**config.mk**
```make
export PLATFORM = sky130hd
export DESIGN_NAME = standby_ctrl
export DESIGN_NICKNAME = d
export VERILOG_FILES = /design/src/standby_pkg.sv /design/src/standby_ctrl.sv
export SDC_FILE = /design/constraint.sdc
export NUM_CORES = 1
export LEC_CHECK = 0
export BUFFER_PORTS_ARGS = -buffer_cell sky130_fd_sc_hd__buf_2
export CAP_MARGIN = 20
export CORE_ASPECT_RATIO = 1.2
export CORE_MARGIN = 10
export CORE_UTILIZATION = 35
export DETAILED_ROUTE_END_ITERATION = 8
export GPL_TIMING_DRIVEN = 0
export HOLD_SLACK_MARGIN = 0.02
export SYNTH_ARGS = -nofsm -noshare
export SYNTH_HDL_FRONTEND = slang
export SYNTH_SLANG_ARGS = --single-unit
```
**constraint.sdc**
```tcl
create_clock -name clk -period 5 [get_ports clk]
set_clock_uncertainty 0.2 [all_clocks]
set_input_delay 0.75 -clock clk [delete_from_list [all_inputs] [get_ports clk]]
set_output_delay 0.75 -clock clk [all_outputs]
set_load 0.03 [all_outputs]
```
**src/standby_pkg.sv**
```systemverilog
// Constants, types and the register map of the standby and hang-up reset block
// ----------------------------------------------------------------------------
// Summary of operation
// RL1: Either standby mode halts execution, keeping registers and memory intact.
// RL2: Oscillator-stop mode gates off the system clock until release.
// RL3: Oscillator-stop while timer counts: halt now, stop clock after countdown.
// RL4: Clock-running halt keeps the clock alive while the processor waits.
// RL5: Operand bits 1..0 pick release source: serial, key scan, key input, timer.
// RL6: Operand bit 3 picks release level for pins; timer needs bit 3 zero.
// RL7: Serial source with accumulator rotate routing releases standby at once.
// RL8: Key scan port releases standby only while in input direction.
// RL9: Driving the all-clear pin low resets processor state and program counter.
// RL10: Low-voltage reset drives the transmit-activity indicator low.
// RL11: Mask option selects one-half or one-third duty for divide-by-twelve.
// RL12: Key-scan-all option resets in oscillator stop on input mode or low pin.
// RL13: Sources marked unused reset the system when their condition occurs.
// RL14: Software issues a no-operation before standby when watchdog is unused.
// RL15: Control bit 6 chooses clock-running halt or oscillator stop.
// RL16: Control bit 0 feeds accumulator MSB or serial pin into rotate-left.
// RL17: Release resumes after the standby instruction, restarting clock first.
// ----------------------------------------------------------------------------
package standby_pkg;
    // Register byte offsets and bus width
    localparam int ADDR_W = 4;
    localparam logic [3:0] CTRL_OFS = 4'h0;
    localparam logic [3:0] OPT_OFS = 4'h4;
    localparam logic [3:0] STAT_OFS = 4'h8;
    localparam logic [1:0] RESP_OKAY = 2'h0;
    localparam logic [1:0] RESP_SLVERR = 2'h2;
    // Control register fields
    localparam int CTRL_W = 10;
    localparam logic [9:0] CTRL_RESET = 10'h000;
    localparam int CTRL_ROT_SRC_BIT = 0;
    localparam int CTRL_KEY_OUT_BIT = 1;
    localparam int CTRL_TIMER_RUN_BIT = 2;
    localparam int CTRL_DIV12_BIT = 3;
    localparam int CTRL_OSC_STOP_BIT = 6;
    // Option word fields: byte 1 bit 4 duty, byte 2 bits 7..4 hang-up
    localparam int OPT_DUTY_BIT = 12;
    localparam int OPT_HANG_LSB = 20;
    localparam logic OPT_DUTY_RESET = 1'b0;
    localparam logic [3:0] OPT_HANG_RESET = 4'h0;
    localparam int HANG_KEYIN = 0;
    localparam int HANG_KEYSCAN = 1;
    localparam int HANG_SERIAL = 2;
    localparam int HANG_ALL = 3;
    // Release source encodings from the operand
    localparam logic [1:0] SRC_SERIAL = 2'h0;
    localparam logic [1:0] SRC_KEYSCAN = 2'h1;
    localparam logic [1:0] SRC_KEYIN = 2'h2;
    localparam logic [1:0] SRC_TIMER = 2'h3;
    localparam int OP_LEVEL_BIT = 3;
    // Oscillator restart settle count in clock cycles
    localparam logic [3:0] OSC_RESTART_CYC = 4'h4;

    typedef enum logic [4:0] {
        ST_RUN = 5'h01,
        ST_HALT = 5'h02,
        ST_STOP_WAIT = 5'h04,
        ST_STOP = 5'h08,
        ST_RESTART = 5'h10
    } standby_state_e;

    typedef struct packed {
        logic valid;
        logic [3:0] operand;
    } standby_cmd_s;

    typedef struct packed {
        standby_state_e st;
        logic [9:0] ctrl;
        logic opt_duty;
        logic [3:0] opt_hang;
        logic [1:0] rel_sel;
        logic rel_level;
        logic [3:0] cnt;
        logic resume;
        logic hang_rst;
        logic sys_reset;
        logic tx_ind;
        logic aw_have;
        logic [3:0] aw_addr;
        logic w_have;
        logic [31:0] w_data;
        logic [3:0] w_strb;
        logic bvalid;
        logic [1:0] bresp;
        logic rvalid;
        logic [31:0] rdata;
        logic [1:0] rresp;
    } state_s;
endpackage

```
**src/standby_ctrl.sv**
```systemverilog
// Standby entry, release, oscillator gating and hang-up reset with AXI4-Lite
//
// The address map and the AXI4-Lite slave port are this design's own decisions.
`timescale 1ns/1ps
module standby_ctrl
    import standby_pkg::*;
(
    input wire logic clk, // 200 MHz system clock
    input wire logic rst, // Synchronous reset, active high
    input wire standby_cmd_s standby_cmd, // Standby instruction strobe
    input wire logic timer_busy, // Timer countdown in progress
    input wire logic timer_done, // Countdown reached zero, pulse
    input wire logic serial_in, // Serial input pin level
    input wire logic [7:0] key_scan_in, // Key scan port pin levels
    input wire logic [3:0] key_input_port, // Key input port levels
    input wire logic all_clear_pin_n, // All-clear pin, active low
    input wire logic lvd_reset, // Low-voltage detector reset
    input wire logic tx_idle, // High when no carrier is sent
    output logic cpu_halt, // Processor frozen
    output logic sys_clk_en, // System oscillator enable
    output logic resume, // Pulse: continue after standby
    output logic sys_reset, // Processor reset incl. counter
    output logic tx_indicator, // Transmit-activity indicator
    output logic rotate_from_serial, // Rotate-left LSB source
    output logic key_scan_output_mode, // Key scan port drives pins
    output logic timer_run, // Timer count enable
    output logic carrier_div12, // Divide-by-twelve carrier
    output logic carrier_duty_third, // One-third duty selected
    input wire logic [3:0] s_axi_awaddr, // Write address
    input wire logic s_axi_awvalid, // Write address valid
    output logic s_axi_awready, // Write address ready
    input wire logic [31:0] s_axi_wdata, // Write data
    input wire logic [3:0] s_axi_wstrb, // Write byte strobes
    input wire logic s_axi_wvalid, // Write data valid
    output logic s_axi_wready, // Write data ready
    output logic [1:0] s_axi_bresp, // Write response
    output logic s_axi_bvalid, // Write response valid
    input wire logic s_axi_bready, // Write response ready
    input wire logic [3:0] s_axi_araddr, // Read address
    input wire logic s_axi_arvalid, // Read address valid
    output logic s_axi_arready, // Read address ready
    output logic [31:0] s_axi_rdata, // Read data
    output logic [1:0] s_axi_rresp, // Read response
    output logic s_axi_rvalid, // Read valid
    input wire logic s_axi_rready // Read ready
);
    // ------------------------------------------------------------------------
    // Release and hang-up condition decoding
    // ------------------------------------------------------------------------
    // Raw mode ignores the rotate routing, so hang-up sees only real pins
    function automatic logic src_met(input logic [1:0] sel, input logic lvl,
                                     input logic raw, input logic [9:0] ctl,
                                     input logic sin, input logic [7:0] ks,
                                     input logic [3:0] kin, input logic tdone);
        logic met;
        met = 1'b0;
        case (sel)
            SRC_SERIAL:
                if (!raw && !ctl[CTRL_ROT_SRC_BIT])
                    met = 1'b1; // RL7
                else
                    met = (sin == lvl); // RL6
            SRC_KEYSCAN:
                met = !ctl[CTRL_KEY_OUT_BIT] && (lvl ? |ks : !(&ks)); // RL8
            SRC_KEYIN:
                met = lvl ? |kin : !(&kin); // RL6
            SRC_TIMER:
                met = !lvl && tdone; // RL6
            default:
                met = 1'b0;
        endcase
        return met;
    endfunction

    state_s s;
    state_s next_s;
    logic clear_in;
    logic release_met;
    logic in_standby;
    logic hang_cond;
    logic [31:0] wmask;
    logic [31:0] ctrl_word;
    logic [31:0] opt_word;

    assign clear_in = !all_clear_pin_n || lvd_reset || s.hang_rst;
    assign in_standby = (s.st == ST_HALT) || (s.st == ST_STOP_WAIT) ||
                        (s.st == ST_STOP);
    assign release_met = src_met(s.rel_sel, s.rel_level, 1'b0, s.ctrl,
                                 serial_in, key_scan_in, key_input_port,
                                 timer_done); // RL5

    // Unused sources and the key-scan-all check turn a wake into a reset
    always_comb
    begin
        hang_cond = 1'b0;
        if (in_standby)
        begin
            if (s.opt_hang[HANG_SERIAL] &&
                src_met(SRC_SERIAL, s.rel_level, 1'b1, s.ctrl, serial_in,
                        key_scan_in, key_input_port, timer_done))
                hang_cond = 1'b1; // RL13
            if (s.opt_hang[HANG_KEYSCAN] &&
                src_met(SRC_KEYSCAN, s.rel_level, 1'b1, s.ctrl, serial_in,
                        key_scan_in, key_input_port, timer_done))
                hang_cond = 1'b1; // RL13
            if (s.opt_hang[HANG_KEYIN] &&
                src_met(SRC_KEYIN, s.rel_level, 1'b1, s.ctrl, serial_in,
                        key_scan_in, key_input_port, timer_done))
                hang_cond = 1'b1; // RL13
        end
        if (s.st == ST_STOP && s.opt_hang[HANG_ALL] &&
            (!s.ctrl[CTRL_KEY_OUT_BIT] || !(&key_scan_in)))
            hang_cond = 1'b1; // RL12
    end

    // ------------------------------------------------------------------------
    // Register views
    // ------------------------------------------------------------------------
    assign wmask = {{8{s.w_strb[3]}}, {8{s.w_strb[2]}},
                    {8{s.w_strb[1]}}, {8{s.w_strb[0]}}};
    assign ctrl_word = {22'h000000, s.ctrl};
    assign opt_word = {8'h00, s.opt_hang, 7'h00, s.opt_duty, 12'h000};

    // ------------------------------------------------------------------------
    // Next-state logic
    // ------------------------------------------------------------------------
    always_comb
    begin
        next_s = s;
        next_s.resume = 1'b0;
        next_s.hang_rst = 1'b0;
        next_s.sys_reset = clear_in;
        next_s.tx_ind = lvd_reset ? 1'b0 : tx_idle; // RL10
        // Standby sequencing; registers stay untouched while halted
        case (s.st)
            ST_RUN:
                if (standby_cmd.valid)
                begin
                    next_s.rel_sel = standby_cmd.operand[1:0]; // RL5
                    next_s.rel_level = standby_cmd.operand[OP_LEVEL_BIT];
                    if (!s.ctrl[CTRL_OSC_STOP_BIT])
                        next_s.st = ST_HALT; // RL15
                    else if (timer_busy)
                        next_s.st = ST_STOP_WAIT; // RL3
                    else
                        next_s.st = ST_STOP; // RL15
                end
            ST_HALT:
                if (hang_cond)
                    next_s.hang_rst = 1'b1; // RL13
                else if (release_met)
                begin
                    next_s.st = ST_RUN; // RL4
                    next_s.resume = 1'b1; // RL17
                end
            ST_STOP_WAIT:
                if (hang_cond)
                    next_s.hang_rst = 1'b1; // RL13
                else if (release_met)
                begin
                    next_s.st = ST_RUN;
                    next_s.resume = 1'b1; // RL17
                end
                else if (!timer_busy)
                    next_s.st = ST_STOP; // RL3
            ST_STOP:
                if (hang_cond)
                    next_s.hang_rst = 1'b1; // RL12
                else if (release_met)
                begin
                    next_s.st = ST_RESTART; // RL17
                    next_s.cnt = OSC_RESTART_CYC - 4'h1;
                end
            ST_RESTART:
                if (s.cnt == 4'h0)
                begin
                    next_s.st = ST_RUN;
                    next_s.resume = 1'b1; // RL17
                end
                else
                    next_s.cnt = s.cnt - 4'h1;
            default:
                next_s.st = ST_RUN;
        endcase
        // AXI write: address and data taken in either order
        if (s_axi_awvalid && s_axi_awready)
        begin
            next_s.aw_have = 1'b1;
            next_s.aw_addr = s_axi_awaddr;
        end
        if (s_axi_wvalid && s_axi_wready)
        begin
            next_s.w_have = 1'b1;
            next_s.w_data = s_axi_wdata;
            next_s.w_strb = s_axi_wstrb;
        end
        if (s.aw_have && s.w_have)
        begin
            next_s.aw_have = 1'b0;
            next_s.w_have = 1'b0;
            next_s.bvalid = 1'b1;
            next_s.bresp = RESP_OKAY;
            case ({s.aw_addr[3:2], 2'b00})
                CTRL_OFS:
                    next_s.ctrl = CTRL_W'((ctrl_word & ~wmask) |
                                          (s.w_data & wmask));
                OPT_OFS:
                begin
                    if (s.w_strb[1])
                        next_s.opt_duty = s.w_data[OPT_DUTY_BIT]; // RL11
                    if (s.w_strb[2])
                        next_s.opt_hang = s.w_data[OPT_HANG_LSB +: 4];
                end
                STAT_OFS:
                    next_s.bresp = RESP_OKAY;
                default:
                    next_s.bresp = RESP_SLVERR;
            endcase
        end
        if (s.bvalid && s_axi_bready)
            next_s.bvalid = 1'b0;
        // AXI read: one read under way, answer one cycle after the address
        if (s.rvalid && s_axi_rready)
            next_s.rvalid = 1'b0;
        if (s_axi_arvalid && s_axi_arready)
        begin
            next_s.rvalid = 1'b1;
            next_s.rresp = RESP_OKAY;
            case ({s_axi_araddr[3:2], 2'b00})
                CTRL_OFS:
                    next_s.rdata = ctrl_word;
                OPT_OFS:
                    next_s.rdata = opt_word;
                STAT_OFS:
                    next_s.rdata = {23'h000000, s.rel_level, s.rel_sel,
                                    s.st, cpu_halt};
                default:
                begin
                    next_s.rdata = 32'h00000000;
                    next_s.rresp = RESP_SLVERR;
                end
            endcase
        end
        // All-clear, low voltage and hang-up put the core back to run
        if (clear_in)
        begin
            next_s.st = ST_RUN; // RL9
            next_s.ctrl = CTRL_RESET; // RL9
            next_s.cnt = 4'h0;
        end
    end

    // State register; options survive pin resets, only rst clears them
    always_ff @(posedge clk)
    begin
        if (rst)
        begin
            s <= '0;
            s.st <= ST_RUN;
            s.ctrl <= CTRL_RESET;
            s.opt_duty <= OPT_DUTY_RESET;
            s.opt_hang <= OPT_HANG_RESET;
            s.sys_reset <= 1'b1;
            s.tx_ind <= 1'b1;
        end
        else
            s <= next_s;
    end

    // ------------------------------------------------------------------------
    // Outputs
    // ------------------------------------------------------------------------
    assign cpu_halt = (s.st != ST_RUN); // RL1
    assign sys_clk_en = (s.st != ST_STOP); // RL2
    assign resume = s.resume;
    assign sys_reset = s.sys_reset || s.hang_rst; // RL9
    assign tx_indicator = s.tx_ind;
    assign rotate_from_serial = s.ctrl[CTRL_ROT_SRC_BIT]; // RL16
    assign key_scan_output_mode = s.ctrl[CTRL_KEY_OUT_BIT];
    assign timer_run = s.ctrl[CTRL_TIMER_RUN_BIT];
    assign carrier_div12 = s.ctrl[CTRL_DIV12_BIT];
    // Duty only matters for the divide-by-twelve carrier
    assign carrier_duty_third = s.ctrl[CTRL_DIV12_BIT] && s.opt_duty; // RL11
    assign s_axi_awready = !s.aw_have && !s.bvalid;
    assign s_axi_wready = !s.w_have && !s.bvalid;
    assign s_axi_bvalid = s.bvalid;
    assign s_axi_bresp = s.bresp;
    assign s_axi_arready = !s.rvalid;
    assign s_axi_rvalid = s.rvalid;
    assign s_axi_rdata = s.rdata;
    assign s_axi_rresp = s.rresp;

    // ------------------------------------------------------------------------
    // Assertions
    // ------------------------------------------------------------------------
    localparam int RESTART_MAX = 16;
endmodule

```
==> metrics.csv <==
metric;value;unit
total number of vias;2997;
Congestion Overflow GR;0;
hold path start;s[43];
Worst EP arrival;2.87;ns
post-route ant nets;0;
clock root cell;clkbuf_8;
Initial Utilization;36.3;%
status;completed;
RSZ-0062 raised after global routing;no;
Slowest-stage cell, CP;or4b_1;
most common cell in the netlist;nand2_1;
Synth area leaders;dfxtp_1, nand2_1, buf_4;
period utilization;56.7;%
Worst Hold Path EP;s[43];
vias per cell;4.65;
cts repair resizes;0;
worst reg-to-reg setup slack;2.29;ns
Hold/Removal Path Class;flop to flop;
Place WS;1.78;ns
worst path cell trace;buf_2 -> or4b_1 -> mux2i_1 -> a211oi_1 -> nor3_1 -> nor4_1 -> nor2_1 -> mux2_2;
PortBufs;81;
number of nets in the layout;596;
Tmin final;2.84;ns
Worst-Margin Slew;0.776;ns
hold depth;2;
leakage;1.79;nW
antenna violations before repair;0;
CP max stage delay;0.51;ns
dpl hpwl;7250;um
postcts setup bufs;0;
Synth area leader;dfxtp_1;
Net Sw Power;0.318;mW
Slew Limit Fails;0;
EDFF count, synth;0;
Post-Route WL;8950;um
vias in the first global route;3014;
initial DRC count;124;
Async S/R FF share, synth;0;%
area delta synth->final;24.0;%
max-cap viol count;0;
Rel. slew slack;48.2;%
Required @ worst endpoint;5.03;ns
die area;13800;sq um
final hold vios;0;
final-layout fill cell count;968;
Ys Warns;0;
Post-Syn Instances;410;
Clock transition at path regs;0.07;ns
# H-tree levels;3;
cell-internal power;0.851;mW
Ports;125;
final setup fails;0;
worst setup path startpoint;key_input_port[1];
Crit. End Element;flop;
Worst VDD drop;0.137;mV
first-pass GRT wire length;14400;um
Tot GR Track Use;13.1;%
top_reg_cell synth;dfxtp_1;
startpoint types;input port;
Max Fanout on Critical Path;4;
final setup margin;2.16;ns
design area;4110;sq um
Clock power frac;35.0;%
Core Region;9130;sq um
drc violations;0;
sw frac;27.2;%
worst hold slack;0.257;ns
Synth Register Bits;72;
routed length per instance;13.9;um
R2R cell count;8;
dpl cells;629;
placer congestion estimate;0.827;
Final Total Pwr;1.17;mW
Comb power frac;13.3;%
Die Y;127;um
post-synthesis sequential area ratio;43.6;%
PD cells;285;nW/um^2
Post-Syn Area;3310;sq um
antenna cells;0;
layout cells sized above 1;27.7;%
fin util;45.0;%
number of CTS-inserted buffers;9;
setup TNS;0;ns
clk buf depth;2;
CP top delay family;simple AND/OR/NAND/NOR gates;
FP Rows;38;
placed instance area;3930;sq um
clk sink count;72;
final cell count without fillers;644;
commonest cells in the synthesized netlist;nand2_1, dfxtp_1, a21oi_1;
Fmax;353;MHz
reg-to-reg startpoint;s[88];
top cell type's share of synthesized area;43.6;%
FF-to-FF End;s[85];
DRT Pass-1 Iters;4;
Buf/Inv on CP;1;
die width;109;um
post-synth cell types;41;
Seq pwr share;51.7;%
pin count of the biggest net entering global routing;12;
Mapped Avg Cell Area;8.07;sq um
Clk Latency, worst-skew pair;0.34;ns
CP Class;input port to flop;
CTS tree;built;
hold_buf cts;0;
## power by group through the flow
stage	registers (mW)	clock network (mW)	logic (mW)
global placement	0.617	0	0.152
floorplan	0.617	0	0.106
detailed placement	0.617	0	0.155
finish	0.604	0.409	0.155
CTS	0.604	0.417	0.156
global route	0.607	0.449	0.173
## worst register-to-register path, cell delays in order, from the launching register on
cell and delay (ns):
dfxtp_1 0.31, buf_4 0.15, or4b_1 0.44, mux2i_1 0.21
a211oi_1 0.13, nor3_1 0.43, nor4_1 0.13, nor2_1 0.24
mux2_2 0.36
## final cells by class
cell class              count  area [sq um]  share of cell area, %
multi-input cells         293          1560                   38.0
flip-flops and latches     72          1440                   35.1
repair buffers             81           405                   9.88
plain buffers              54           342                   8.32
clock buffers              12           155                   3.78
well taps                 120           150                   3.66
inverters                   9          33.8                  0.823
clock inverters             3          17.5                  0.427
## cell usage in the layout (no fill, tap or decap), drive strengths merged, types with 8 or more instances in the layout
cell type and count:
conb 19, a22oi 14, nand3 22, inv 8
nand2 77, nor2 43, buf 120, mux2 10
clkbuf 27, dfxtp 72, a21oi 48
## per-layer routing
layer	track usage [%]	vias up	part of all wire (%)
li1	-	1560	-
met1	15.3	1347	44
met2	21.9	76	48
met3	4.26	14	6.0
met4	4.66	0	1.9
met5	0	-	0
## worst max path at each step
stage                    end  slack (ns)  cells after the start
finish                 s[85]        2.16                      8
global route        cpu_halt        1.99                      6
CTS                    s[85]        2.14                      8
detailed placement     s[85]        1.78                      8
global placement       s[85]        1.82                      8
floorplan             s[107]        2.15                      7
## kinds of logic (layout without fill, tap and decap cells)
| kind of cell | Yosys count | in the layout | share of synthesized area [%] |
|---|---|---|---|
| AOI/OAI and AO/OA | 78 | 78 | 14.7 |
| xor gates and xnor gates | 5 | 5 | 1.32 |
| adders and majority gates | 2 | 2 | 0.756 |
| buffers and inverters | 63 | 159 | 11.3 |
| DFF | 72 | 72 | 43.6 |
| muxes | 13 | 13 | 4.31 |
| other | 1 | 19 | 0.113 |
| and+or+nand+nor | 176 | 176 | 23.9 |
(Power assumes the default switching activity.)
